`src/core/mag_pkg.sv`:
```
// constants, types and tables for the magnetometer serial command engine
// Operation
// - each axis reading reported as 16 bits
// - sample rate selectable, 10 to 154 per second
// - link runs at 9600 or 19200 bit/s
// - configuration reloaded from nonvolatile store at power-up
// - startup message finished within 80 ms
// - addressed reply starts after fixed response delay
// - global replies staggered by unit identifier
// - escape then carriage return stops continuous output
// - characters framed 8 data, no parity, 1 stop
package mag_pkg;
	localparam int CLK_RATE_HZ = 20_000_000;
	localparam int MS_PER_S = 1000;
	localparam int BAUD_SLOW = 9600;
	localparam int BAUD_FAST = 19200;
	localparam logic [11:0] DIV_SLOW = 12'(CLK_RATE_HZ / BAUD_SLOW);
	localparam logic [11:0] DIV_FAST = 12'(CLK_RATE_HZ / BAUD_FAST);
	localparam int MS_CYCLES = CLK_RATE_HZ / MS_PER_S;
	localparam logic [3:0] FRAME_BITS = 4'hA;
	localparam logic [11:0] STARTUP_MS = 12'h032;
	localparam logic [11:0] RESP_GEN_MS = 12'h002;
	localparam logic [11:0] RESP_POLL_MS = 12'h003;
	localparam logic [11:0] GLOBAL_STEP_MS = 12'h028;
	localparam logic [6:0] GLOBAL_ID = 7'h63;
	localparam logic [6:0] MAX_UNIT_ID = 7'h62;
	localparam logic [6:0] RESET_UNIT_ID = 7'h00;
	localparam logic [3:0] RESET_RATE_SEL = 4'h1;
	localparam logic [3:0] MAX_RATE_SEL = 4'h9;
	localparam int RATE_COUNT = 10;
	localparam int RATE_SPS [RATE_COUNT] = '{10, 20, 25, 30, 40, 50, 60,
		100, 123, 154};
	localparam logic [7:0] CHAR_STAR = 8'h2A;
	localparam logic [7:0] CHAR_CR = 8'h0D;
	localparam logic [7:0] CHAR_ESC = 8'h1B;
	localparam logic [7:0] CHAR_ZERO = 8'h30;
	localparam logic [7:0] CHAR_NINE = 8'h39;
	localparam logic [7:0] CHAR_O = 8'h4F;
	localparam logic [7:0] CHAR_K = 8'h4B;
	localparam logic [7:0] CMD_POLL = 8'h50;
	localparam logic [7:0] CMD_CONT = 8'h43;
	localparam logic [7:0] CMD_RATE = 8'h52;
	localparam logic [7:0] CMD_IDENT = 8'h49;
	localparam logic [7:0] CMD_BAUD = 8'h42;
	localparam logic [7:0] ARG_SLOW = 8'h53;
	localparam logic [7:0] ARG_FAST = 8'h46;
	localparam logic [2:0] LAST_OK = 3'h2;
	localparam logic [2:0] LAST_DATA = 3'h6;
	typedef enum logic [1:0] {ST_BOOT, ST_IDLE, ST_WAIT, ST_SEND} state_t;
	typedef enum logic {RP_OK, RP_DATA} reply_t;
endpackage

```
`src/core/serial_port.sv`:
```
// 8N1 asynchronous transmitter and receiver with selectable divider
`timescale 1ns/100ps
module serial_port (
	// clock and reset
	input wire logic ref_clk,
	input wire logic sys_rst,
	// bit period in clock cycles
	input wire logic [11:0] div,
	// transmit side
	input wire logic tx_valid,
	input wire logic [7:0] tx_data,
	output logic tx_ready,
	output logic tx_busy,
	output logic tx_line,
	// receive side
	input wire logic rx_en,
	input wire logic rx_line,
	output logic rx_valid,
	output logic [7:0] rx_data
);
	import mag_pkg::*;

	logic [9:0] tx_shift, next_tx_shift;
	logic [3:0] tx_bits, next_tx_bits;
	logic [11:0] tx_div, next_tx_div;
	logic next_tx_busy;
	logic rx_busy, next_rx_busy, next_rx_valid;
	logic [3:0] rx_bits, next_rx_bits;
	logic [11:0] rx_div, next_rx_div;
	logic [7:0] rx_shift, next_rx_shift, next_rx_data;

	assign tx_ready = !tx_busy;
	// shift register refills with ones, so the idle line is high
	assign tx_line = tx_shift[0];

	always_comb begin
		next_tx_busy = tx_busy;
		next_tx_shift = tx_shift;
		next_tx_bits = tx_bits;
		next_tx_div = tx_div;
		if (!tx_busy) begin
			if (tx_valid) begin
				next_tx_busy = 1'b1;
				next_tx_shift = {1'b1, tx_data, 1'b0};
				next_tx_bits = FRAME_BITS;
				next_tx_div = div - 12'h001;
			end
		end else if (tx_div == 12'h000) begin
			next_tx_div = div - 12'h001;
			next_tx_shift = {1'b1, tx_shift[9:1]};
			next_tx_bits = tx_bits - 4'h1;
			if (tx_bits == 4'h1) begin
				next_tx_busy = 1'b0;
			end
		end else begin
			next_tx_div = tx_div - 12'h001;
		end
	end

	always_comb begin
		next_rx_busy = rx_busy;
		next_rx_bits = rx_bits;
		next_rx_div = rx_div;
		next_rx_shift = rx_shift;
		next_rx_valid = 1'b0;
		next_rx_data = rx_data;
		if (!rx_busy) begin
			if (rx_en && !rx_line) begin
				next_rx_busy = 1'b1;
				next_rx_bits = FRAME_BITS;
				next_rx_div = {1'b0, div[11:1]};
			end
		end else if (rx_div != 12'h000) begin
			next_rx_div = rx_div - 12'h001;
		end else begin
			next_rx_div = div - 12'h001;
			next_rx_bits = rx_bits - 4'h1;
			if (rx_bits == FRAME_BITS && rx_line) begin
				next_rx_busy = 1'b0; // glitch, not a start bit
			end else if (rx_bits == 4'h1) begin
				next_rx_busy = 1'b0;
				next_rx_valid = rx_line;
				next_rx_data = rx_shift;
			end else if (rx_bits != FRAME_BITS) begin
				next_rx_shift = {rx_line, rx_shift[7:1]};
			end
		end
	end

	always_ff @(posedge ref_clk) begin
		if (sys_rst) begin
			tx_busy <= 1'b0;
			tx_shift <= 10'h3FF;
			tx_bits <= 4'h0;
			tx_div <= 12'h000;
			rx_busy <= 1'b0;
			rx_bits <= 4'h0;
			rx_div <= 12'h000;
			rx_shift <= 8'h00;
			rx_valid <= 1'b0;
			rx_data <= 8'h00;
		end else begin
			tx_busy <= next_tx_busy;
			tx_shift <= next_tx_shift;
			tx_bits <= next_tx_bits;
			tx_div <= next_tx_div;
			rx_busy <= next_rx_busy;
			rx_bits <= next_rx_bits;
			rx_div <= next_rx_div;
			rx_shift <= next_rx_shift;
			rx_valid <= next_rx_valid;
			rx_data <= next_rx_data;
		end
	end
endmodule

```
`src/core/mag_engine.sv`:
```
// serial command and response engine of the three-axis magnetometer
`timescale 1ns/100ps
module mag_engine #(
	parameter int MS_CYCLES = mag_pkg::MS_CYCLES
) (
	// clock and reset
	input wire logic ref_clk,
	input wire logic sys_rst,
	// serial link
	input wire logic serial_receive_line,
	output logic serial_transmit_line,
	output logic transmit_oe_n,
	input wire logic half_duplex,
	// nonvolatile configuration
	input wire logic [6:0] nv_unit_identifier,
	input wire logic [3:0] nv_rate_sel,
	input wire logic nv_baud_fast,
	output logic nv_write,
	output logic [6:0] unit_identifier,
	output logic [3:0] rate_sel,
	output logic baud_fast,
	// axis converter
	output logic conv_start,
	input wire logic conv_done,
	input wire logic [15:0] axis_x,
	input wire logic [15:0] axis_y,
	input wire logic [15:0] axis_z
);
	import mag_pkg::*;

	// bit period follows the millisecond, so a short test millisecond
	// shortens characters too; at the default it is the true divider
	localparam logic [11:0] BIT_SLOW = 12'(MS_CYCLES * MS_PER_S / BAUD_SLOW);
	localparam logic [11:0] BIT_FAST = 12'(MS_CYCLES * MS_PER_S / BAUD_FAST);

	state_t st, next_st;
	reply_t kind, next_kind;
	logic [2:0] idx, next_idx, p_pos, next_p_pos;
	logic [11:0] wait_ms, next_wait_ms;
	logic [15:0] ms_cnt, next_ms_cnt;
	logic [6:0] p_id, next_p_id, p_arg, next_p_arg;
	logic [7:0] p_cmd, next_p_cmd, tx_byte;
	logic esc_seen, next_esc_seen, stream_on, next_stream_on;
	logic loaded, next_loaded, next_nv_write, link_fast, next_link_fast;
	logic [6:0] next_unit_identifier;
	logic [3:0] next_rate_sel;
	logic next_baud_fast, fire, is_digit, addressed, is_global;
	logic [3:0] dval;
	logic [23:0] rate_cnt, next_rate_cnt;
	logic [23:0] period_tab [RATE_COUNT];
	logic next_conv_start, new_sample, next_new_sample;
	logic [15:0] sample_x, sample_y, sample_z;
	logic tx_valid, tx_ready, tx_busy, rx_valid;
	logic [7:0] rx_data;

	serial_port link (
		.ref_clk(ref_clk),
		.sys_rst(sys_rst),
		.div(link_fast ? BIT_FAST : BIT_SLOW),
		.tx_valid(tx_valid),
		.tx_data(tx_byte),
		.tx_ready(tx_ready),
		.tx_busy(tx_busy),
		.tx_line(serial_transmit_line),
		// half duplex: our own transmission must not be parsed back
		.rx_en(!(half_duplex && !transmit_oe_n)),
		.rx_line(serial_receive_line),
		.rx_valid(rx_valid),
		.rx_data(rx_data)
	);

	// full duplex keeps the driver on; half duplex releases it at once
	assign transmit_oe_n = half_duplex
		&& !(tx_busy || st == ST_SEND);
	assign tx_valid = (st == ST_SEND);

	for (genvar g = 0; g < RATE_COUNT; g++) begin : g_rate
		assign period_tab[g] = 24'(MS_CYCLES * MS_PER_S / RATE_SPS[g]);
	end

	always_comb begin
		case ({kind, idx})
			{RP_DATA, 3'h0}: tx_byte = sample_x[15:8];
			{RP_DATA, 3'h1}: tx_byte = sample_x[7:0];
			{RP_DATA, 3'h2}: tx_byte = sample_y[15:8];
			{RP_DATA, 3'h3}: tx_byte = sample_y[7:0];
			{RP_DATA, 3'h4}: tx_byte = sample_z[15:8];
			{RP_DATA, 3'h5}: tx_byte = sample_z[7:0];
			{RP_OK, 3'h0}: tx_byte = CHAR_O;
			{RP_OK, 3'h1}: tx_byte = CHAR_K;
			default: tx_byte = CHAR_CR;
		endcase
	end

	assign is_digit = rx_data >= CHAR_ZERO && rx_data <= CHAR_NINE;
	assign dval = rx_data[3:0];
	assign is_global = (p_id == GLOBAL_ID);
	assign addressed = is_global || p_id == unit_identifier;
	assign fire = rx_valid && p_pos == 3'h6 && rx_data == CHAR_CR
		&& !esc_seen && addressed && st == ST_IDLE;

	always_comb begin
		next_st = st;
		next_kind = kind;
		next_idx = idx;
		next_wait_ms = wait_ms;
		next_ms_cnt = ms_cnt;
		next_p_pos = p_pos;
		next_p_id = p_id;
		next_p_arg = p_arg;
		next_p_cmd = p_cmd;
		next_esc_seen = esc_seen;
		next_stream_on = stream_on;
		next_loaded = 1'b1;
		next_nv_write = 1'b0;
		next_unit_identifier = unit_identifier;
		next_rate_sel = rate_sel;
		next_baud_fast = baud_fast;
		next_link_fast = link_fast;
		next_new_sample = new_sample || (conv_done && st != ST_SEND);
		if (!loaded) begin
			// strap-like capture of the stored settings after reset
			next_unit_identifier = nv_unit_identifier;
			next_rate_sel = nv_rate_sel > MAX_RATE_SEL ? RESET_RATE_SEL
				: nv_rate_sel;
			next_baud_fast = nv_baud_fast;
			next_link_fast = nv_baud_fast;
		end
		if (rx_valid) begin
			next_esc_seen = (rx_data == CHAR_ESC);
			if (rx_data == CHAR_ESC) begin
				next_p_pos = 3'h0;
			end else begin
				if (esc_seen && rx_data == CHAR_CR) begin
					next_stream_on = 1'b0;
				end
				next_p_pos = 3'h0;
				case (p_pos)
					3'h0: if (rx_data == CHAR_STAR) begin
						next_p_pos = 3'h1;
					end
					3'h1: if (is_digit) begin
						next_p_id = 7'({3'h0, dval} * 7'h0A);
						next_p_pos = 3'h2;
					end
					3'h2: if (is_digit) begin
						next_p_id = p_id + {3'h0, dval};
						next_p_pos = 3'h3;
					end
					3'h3: begin
						next_p_cmd = rx_data;
						if (rx_data == CMD_POLL || rx_data == CMD_CONT) begin
							next_p_pos = 3'h6;
						end else if (rx_data == CMD_RATE || rx_data == CMD_BAUD
							|| rx_data == CMD_IDENT) begin
							next_p_pos = 3'h4;
						end
					end
					3'h4: if (p_cmd == CMD_RATE && is_digit) begin
						next_p_arg = {3'h0, dval};
						next_p_pos = 3'h6;
					end else if (p_cmd == CMD_IDENT && is_digit) begin
						next_p_arg = 7'({3'h0, dval} * 7'h0A);
						next_p_pos = 3'h5;
					end else if (p_cmd == CMD_BAUD && (rx_data == ARG_FAST
						|| rx_data == ARG_SLOW)) begin
						next_p_arg = {6'h00, rx_data == ARG_FAST};
						next_p_pos = 3'h6;
					end
					3'h5: if (is_digit) begin
						next_p_arg = p_arg + {3'h0, dval};
						next_p_pos = 3'h6;
					end
					default: next_p_pos = 3'h0;
				endcase
			end
		end
		case (st)
			ST_BOOT, ST_WAIT: begin
				next_ms_cnt = ms_cnt + 16'h0001;
				if (ms_cnt == 16'(MS_CYCLES - 1)) begin
					next_ms_cnt = 16'h0000;
					next_wait_ms = wait_ms - 12'h001;
					if (wait_ms == 12'h001) begin
						next_st = ST_SEND;
						next_idx = 3'h0;
					end
				end
			end
			ST_SEND: if (tx_ready) begin
				next_idx = idx + 3'h1;
				if (idx == (kind == RP_DATA ? LAST_DATA : LAST_OK)) begin
					next_st = ST_IDLE;
				end
			end
			default: begin
				if (!tx_busy) begin
					next_link_fast = baud_fast; // new rate after the OK reply
				end
				if (fire) begin
					next_st = ST_WAIT;
					next_ms_cnt = 16'h0000;
					next_kind = p_cmd == CMD_POLL ? RP_DATA : RP_OK;
					next_wait_ms = p_cmd == CMD_POLL ? RESP_POLL_MS
						: RESP_GEN_MS;
					if (is_global) begin
						next_wait_ms = next_wait_ms
							+ 12'({5'h00, unit_identifier} * GLOBAL_STEP_MS);
					end
					if (p_cmd == CMD_CONT) begin
						next_stream_on = 1'b1;
						next_st = ST_IDLE;
					end else if (p_cmd == CMD_RATE && p_arg <= 7'(MAX_RATE_SEL)) begin
						next_rate_sel = p_arg[3:0];
						next_nv_write = 1'b1;
					end else if (p_cmd == CMD_IDENT && p_arg <= MAX_UNIT_ID) begin
						next_unit_identifier = p_arg;
						next_nv_write = 1'b1;
					end else if (p_cmd == CMD_BAUD) begin
						next_baud_fast = p_arg[0];
						next_nv_write = 1'b1;
					end
				end else if (stream_on && new_sample) begin
					next_st = ST_SEND;
					next_kind = RP_DATA;
					next_idx = 3'h0;
					next_new_sample = conv_done;
				end
			end
		endcase
	end

	always_ff @(posedge ref_clk) begin
		if (sys_rst) begin
			st <= ST_BOOT;
			kind <= RP_OK;
			idx <= 3'h0;
			wait_ms <= STARTUP_MS;
			ms_cnt <= 16'h0000;
			p_pos <= 3'h0;
			p_id <= 7'h00;
			p_arg <= 7'h00;
			p_cmd <= 8'h00;
			esc_seen <= 1'b0;
			stream_on <= 1'b0;
			loaded <= 1'b0;
			nv_write <= 1'b0;
			unit_identifier <= RESET_UNIT_ID;
			rate_sel <= RESET_RATE_SEL;
			baud_fast <= 1'b0;
			link_fast <= 1'b0;
			new_sample <= 1'b0;
		end else begin
			st <= next_st;
			kind <= next_kind;
			idx <= next_idx;
			wait_ms <= next_wait_ms;
			ms_cnt <= next_ms_cnt;
			p_pos <= next_p_pos;
			p_id <= next_p_id;
			p_arg <= next_p_arg;
			p_cmd <= next_p_cmd;
			esc_seen <= next_esc_seen;
			stream_on <= next_stream_on;
			loaded <= next_loaded;
			nv_write <= next_nv_write;
			unit_identifier <= next_unit_identifier;
			rate_sel <= next_rate_sel;
			baud_fast <= next_baud_fast;
			link_fast <= next_link_fast;
			new_sample <= next_new_sample;
		end
	end

	// sample clock; >= guards against a rate change to a shorter period
	always_comb begin
		next_rate_cnt = rate_cnt + 24'h000001;
		next_conv_start = 1'b0;
		if (rate_cnt >= period_tab[rate_sel] - 24'h000001) begin
			next_rate_cnt = 24'h000000;
			next_conv_start = 1'b1;
		end
	end

	always_ff @(posedge ref_clk) begin
		if (sys_rst) begin
			rate_cnt <= 24'h000000;
			conv_start <= 1'b0;
			sample_x <= 16'h0000;
			sample_y <= 16'h0000;
			sample_z <= 16'h0000;
		end else begin
			rate_cnt <= next_rate_cnt;
			conv_start <= next_conv_start;
			// frozen while sending so a reply is never torn between samples
			if (conv_done && st != ST_SEND) begin
				sample_x <= axis_x;
				sample_y <= axis_y;
				sample_z <= axis_z;
			end
		end
	end
endmodule

```
`config.mk`:
```
export PLATFORM = sky130hd
export DESIGN_NAME = mag_engine
export DESIGN_NICKNAME = d
export VERILOG_FILES = /design/src/core/mag_pkg.sv /design/src/core/serial_port.sv /design/src/core/mag_engine.sv
export SDC_FILE = /design/constraint.sdc
export NUM_CORES = 1
export LEC_CHECK = 0
export BUFFER_PORTS_ARGS = -buffer_cell sky130_fd_sc_hd__clkbuf_2
export CAP_MARGIN = 20
export CELL_PAD_IN_SITES_DETAIL_PLACEMENT = 1
export CELL_PAD_IN_SITES_GLOBAL_PLACEMENT = 2
export CORE_MARGIN = 2
export CORE_UTILIZATION = 40
export CTS_CLUSTER_DIAMETER = 120
export DETAILED_ROUTE_END_ITERATION = 10
export PLACE_DENSITY_LB_ADDON = 0.1
export SYNTH_ARGS = -nofsm -noshare
export SYNTH_HDL_FRONTEND = slang
export SYNTH_SLANG_ARGS = --single-unit
```
`constraint.sdc`:
```
create_clock -name ref_clk -period 6.73 [get_ports ref_clk]
set_input_delay 1.346 -clock ref_clk [delete_from_list [all_inputs] [get_ports ref_clk]]
set_output_delay 1.346 -clock ref_clk [all_outputs]
set_load 0.01 [all_outputs]
```
==> results.tsv, run 1 <==
stage	metric	value	unit
yosys	synth_flop_cell	dfxtp_1	
clock_network	numClockSinks	210	
final_layout	instances_no_fill	1933	
floorplan	fp.dieW	179	um
yosys	async_flop_share	0	%
grt	grt_overflow	0	
final_layout	insertedDiodeCount	0	
clock_network	cts-root-buf	clkbuf_16	
sta	fin_crit_sh	60.2	%
drt	ant_nets	0	
power_and_ir_drop	p_per_area	235	nW/um^2
power_and_ir_drop	power.leakage	5.42	nW
worst_setup_path	critical_path.endpoint_type	flip-flop	
floorplan	core_area	29800	um^2
sta	relSlewSlack	28.3	%
yosys	synth-seq-cells	210	
clock_network	cts_hold_buffers	0	
floorplan	io_pins	81	
place	gp_congestion	0.824	
min_path	hold_class	flip-flop to flip-flop	
yosys	synth_cells	1486	
grt	grt_max_degree	89	
drt	drc	0	
place	io_buffers	80	
yosys	yosys_warnings	0	
drt	drt_iter0_drc	515	
job	cap_violations	0	
sta	finalSetupTns	0	ps
power_and_ir_drop	peakVddDrop	0.190	mV
drt	wire_per_inst	18.4	um
final_layout	num-fill-cells	3623	
floorplan	num_rows	63	
worst_setup_path	reg2reg_slack	2680	ps
grt	grt_pass1_vias	11300	
yosys	yosysTopAreaCell	dfxtp_1	
worst_setup_path	cp.required	7160	ps
floorplan	die_h	179	um
yosys	yosysSeqAreaShare	34.5	%
final_layout	drive_gt1_share	12.0	%
floorplan	die_area	31900	um^2
place	dp_cells	1885	
clock_network	clk_latency	530	ps
drt	vias	11000	
sta	slew_viol_final	0	
clock_network	numCtsBuffers	26	
sta	fin_crit	4050	ps
drt	drt_first_pass_iters	4	
place	dpl.hpwl	25300	um
final_layout	area_growth	13.1	%
final_layout	nets	1665	
worst_setup_path	path_class	flip-flop to flip-flop	
sta	setup_ws	2680	ps
drt	vias_per_cell	5.67	
clock_network	htreeDepth	1	
sta	tightest_slew	1070	ps
yosys	ys_types	94	
yosys	synth_area	12200	um^2
yosys	synth-edff-count	0	
sta	fin_skew	9.45	ps
clock_network	post_cts_resized	0	
power_and_ir_drop	p_total	3.24	mW
sta	grt_setup_unrepaired	false	
yosys	yosysMostFrequentCell	dfxtp_1	
final_layout	final_util	46.3	%
grt	grt_pass1_wl	58400	um
worst_setup_path	arrival	4490	ps
place	pre_cts_ws	2700	ps
clock_network	clockBufferDepth	3	
worst_setup_path	crit_path_max_fanout	25	
clock_network	cts_setup_buffers	0	
yosys	synth.area.top_cells	dfxtp_1 34%, ha_1 7.5%, nand2_1 5.7%, a21oi_1 5.6%, nor2_1 4.7%	
sta	fmax	247	MHz
yosys	syn_avg_cell_area	8.21	um^2
sta	finalHoldViolCount	0	
status	outcome	finished clean	
sta	finalSetupViolations	0	
yosys	synth_common_cells	210 x dfxtp_1, 186 x nand2_1, 152 x nor2_1	
worst_setup_path	startpoint_type	flip-flop	
floorplan	initial_utilization	40.9	%
clock_network	cts.reportedPaths.clkPinSlew	60	ps
clock_network	cts_tree	done	
grt	grt_usage	22.4	%
drt	wirelength	35600	um
grt	antenna_found_initial	0	
yosys	synth_top_area_share	34.5	%
-- flip-flops by register name, indices dropped and copies added (netlist names), 7 cells and up --
name and cells:
sample_z 16, link.tx_div 12, link.tx_shift 9, p_id 7
p_arg 7, link.rx_shift 8, link.rx_div 12, rate_cnt 24
link.rx_data 8, unit_identifier 7, p_cmd 8, wait_ms 12
sample_y 16, sample_x 16, ms_cnt 16
-- stage by stage --
stage          instance area [um^2]  hold WS (ps)
2_1_floorplan                 12200           436
3_3_place_gp                  12800           443
3_5_place_dp                  12800           447
4_1_cts                       13800           456
5_1_grt                       13800           472
6_report                      13800           454
-- report_power, final --
group | internal (mW) | switching, mW
Combinational | 0.111 | 0.163
Clock | 1.08 | 0.564
Sequential | 1.28 | 0.0409
-- final cells by class --
type | count | area, um^2 | share of cell area [%]
multi-input cells | 1143 | 7410 | 53.7
flip-flops and latches | 210 | 4200 | 30.5
clock buffers | 33 | 738 | 5.35
inverters | 49 | 184 | 1.33
well taps | 390 | 488 | 3.54
repair buffers | 93 | 500 | 3.63
clock inverters | 15 | 278 | 2.01
-- worst max-delay path, cell delays in order (launching register included) --
cell,delay (ps)
dfxtp_1,630
inv_1,190
ha_1,330
and3_1,260
nor2_1,140
ha_1,290
nor3b_1,200
a21oi_1,90
nor2_1,200
o2111ai_1,130
o211ai_1,140
ha_1,290
a21o_1,160
a211oi_1,240
o21a_1,160
a221oi_2,60
buf_4,240
nor3_1,220
-- kinds of logic after synthesis --
group | synth area share, %
compound gates | 20.5
xor+xnor | 4.38
fa+ha+maj | 8.14
buf+inv | 4.93
flops | 34.5
mux | 3.85
other cells | 0.0307
simple gates | 23.7
-- routing by layer --
layer / vias up / part of all wire [%] / global-route usage, % / wire length, um
met2: 151 / 48 / 39.2 / 17100
met1: 5359 / 47 / 29.6 / 16800
met4: 0 / 1.6 / 4.88 / 578
met3: 33 / 3.2 / 2.71 / 1130
met5: - / 0 / 0 / 0
li1: 5426 / - / - / -
-- final timing paths --
| check | startpoint | end | cells past startpoint |
|---|---|---|---|
| max reg2reg | rate_sel[0] | rate_cnt[17] | 17 |
| min | sample_z[13] | sample_z[13] | 2 |
| min reg2reg | sample_z[13] | sample_z[13] | 2 |
| max | rate_sel[0] | rate_cnt[17] | 17 |
-- layout by cell type, fill, tap and decap left out, drive strengths merged, types with 10 or more instances in the layout --
| cell | n |
|---|---|
| a211oi | 27 |
| a21oi | 138 |
| xor2 | 25 |
| a311oi | 10 |
| or3 | 11 |
| o21ai | 60 |
| buf | 14 |
| a221oi | 15 |
| nand2b | 13 |
| clkbuf | 112 |
| nand2 | 186 |
| dfxtp | 210 |
| nor3b | 13 |
| nor2 | 154 |
| nor2b | 13 |
| inv | 49 |
| a22o | 11 |
| ha | 73 |
| mux2i | 39 |
| nor4 | 18 |
| a31oi | 14 |
| a22oi | 10 |
| and3 | 13 |
| xnor2 | 36 |
| nor4b | 11 |
| nand4 | 17 |
| nor3 | 50 |
| nand3 | 37 |
| a21o | 20 |
No activity file was read; power rests on OpenSTA's default activity.
==> run 2: changes to the inputs <==
- CORE_UTILIZATION: 40 -> 34
- clock period: 6.73 -> 3.5 ns (I/O delays scaled with it)
==> run 2 against run 1 <==
Net effect: clock power up 65%; combinational power up 100%; clock skew up 7.2 ps; core utilization down 6.7 points; maximum frequency up 21%; wire length up 1.5%; sequential power up 92%; worst setup slack worse by 2500 ps; critical path depth up 1; cell area up 2.0%; critical endpoint is now rate_cnt[10]; largest cell class unchanged; largest power group unchanged; highest routed layer unchanged.
==> results.tsv, run 2 (synthesis results as in run 1) <==
stage	metric	value	unit
status	outcome	finished clean	
worst_setup_path	reg2reg_slack	150	ps
floorplan	io_pins	81	
grt	grt_pass1_wl	60100	um
floorplan	die_area	37400	um^2
worst_setup_path	worst-path-buf-inv	3	
worst_setup_path	cpLargestDelayFamily	compound AO/OA/AOI/OAI gates	
drt	drc	0	
floorplan	initial_utilization	34.4	%
floorplan	num_rows	69	
clock_network	clockBufferDepth	3	
place	io_buffers	80	
worst_setup_path	cp_cell_sequence	buf_6, ha_2, a22oi_1, ha_2, nor3b_2, a21oi_1, nor2_2, o2111ai_1, o211ai_1, ha_1, nand4_1, nor2_1, a211oi_2, o21a_1, a221oi_4, buf_4, buf_6, nor3_1	
final_layout	largest_reg_flops	24	
sta	fmax	299	MHz
worst_setup_path	cp.required	3930	ps
grt	antenna_found_initial	1	
grt	met3_usage	2.18	%
clock_network	cts-root-buf	clkbuf_16	
drt	ant_nets	0	
grt	grt.busiest_layer	met2	
clock_network	cts.reportedPaths.clkPinSlew	60	ps
grt	grt_overflow	0	
drt	wire_per_inst	17.8	um
sta	relSlewSlack	36.9	%
floorplan	fp.dieW	193	um
power_and_ir_drop	peakVddDrop	0.350	mV
sta	fin_crit	3350	ps
drt	wirelength	36100	um
final_layout	final_common_cell	dfxtp_1	
worst_setup_path	crit_path_max_fanout	13	
sta	finalSetupViolations	0	
sta	tightest_slew	939	ps
place	dpl.hpwl	25600	um
power_and_ir_drop	p_total	5.80	mW
drt	vias	10900	
worst_setup_path	critical_path.slowest_cell	dfxtp_2	
worst_setup_path	arrival	3770	ps
drt	drt_first_pass_iters	4	
sta	finalHoldViolCount	0	
clock_network	htreeDepth	1	
min_path	hold_class	input port to flip-flop	
sta	fin_crit_sh	95.6	%
clock_network	numClockSinks	210	
drt	drt_iter0_drc	459	
worst_setup_path	path_class	flip-flop to flip-flop	
worst_setup_path	critical_path.endpoint_type	flip-flop	
worst_setup_path	max_stage_delay	340	ps
worst_setup_path	startpoint_type	flip-flop	
grt	grt_use_met2	32.3	%
grt	grt_usage	19.1	%
clock_network	numCtsBuffers	27	
grt	grt.met1_usage	26.2	%
final_layout	final_cell_mix	208 x dfxtp_1, 186 x nand2_1, 149 x nor2_1	
final_layout	nets	1692	
sta	fin_skew	16.6	ps
sta	finalSetupTns	0	ps
place	gp_congestion	0.756	
power_and_ir_drop	power.leakage	5.50	nW
grt	grt_pass1_vias	11200	
drt	vias_per_cell	5.38	
final_layout	largest_register	rate_cnt	
job	cap_violations	0	
sta	finalHoldWorstSlack	365	ps
clock_network	clk_latency	550	ps
floorplan	core_area	35500	um^2
final_layout	num-fill-cells	4259	
sta	slew_viol_final	0	
floorplan	die_h	193	um
power_and_ir_drop	p_per_area	412	nW/um^2
final_layout	drive_gt1_share	14.3	%
final_layout	area_growth	15.3	%
grt	grt_max_degree	156	
clock_network	cts_tree	done	
## run 2: tightest hold or removal path, delay by kind of cell
family | cells | cell delay [ps]
buffers and inverters | 1 | 80
AO/OA/AOI/OAI | 1 | 50
AND/OR/NAND/NOR | 1 | 40
## run 2: power breakdown
group	internal (mW)	switching [mW]
registers	2.46	0.0735
logic	0.228	0.326
clock network	1.62	1.09
## run 2: cell type report
cell class,count,area (um^2),area share [%]
diodes,1,2.50,0.0178
clock buffers,39,781,5.55
clock inverters,8,85.1,0.605
inverters,49,184,1.31
multi-input cells,1143,7480,53.2
flip-flops and latches,210,4210,29.9
well taps,461,577,4.10
repair buffers,119,746,5.30
## run 2: metal layers
metal | share of wire, % | wire length, um
met4 | 1.4 | 521
met1 | 49 | 17800
met5 | 0 | 0
met2 | 47 | 16900
met3 | 2.5 | 899
## run 2: worst paths after layout
kind / start / to / cells after the start
setup / recovery: rate_sel[0] / rate_cnt[10] / 18
hold / removal: axis_x[13] / sample_x[13] / 3
setup reg to reg: rate_sel[0] / rate_cnt[10] / 18
hold reg to reg: sample_y[11] / sample_y[11] / 2
## run 2: per-stage QoR
step / area (um^2) / utilization [%] / setup WS (ps) / cells
after floorplan: 12300 / - / 6.61 / 1488
after global placement: 13100 / 36.8 / 165 / 1974
after detailed placement: 13100 / 36.8 / 94.1 / 1974
after CTS: 13900 / 39.2 / 73.5 / 2021
after global routing: 14100 / 39.6 / -30.6 / 2029
final: 14100 / 39.6 / 155 / 2030
## run 2: what timing repair did
action	CTS	global route
gates resized for setup	0	19
hold buffers	0	0
buffers inserted	0	7
setup endpoints to repair	0	25
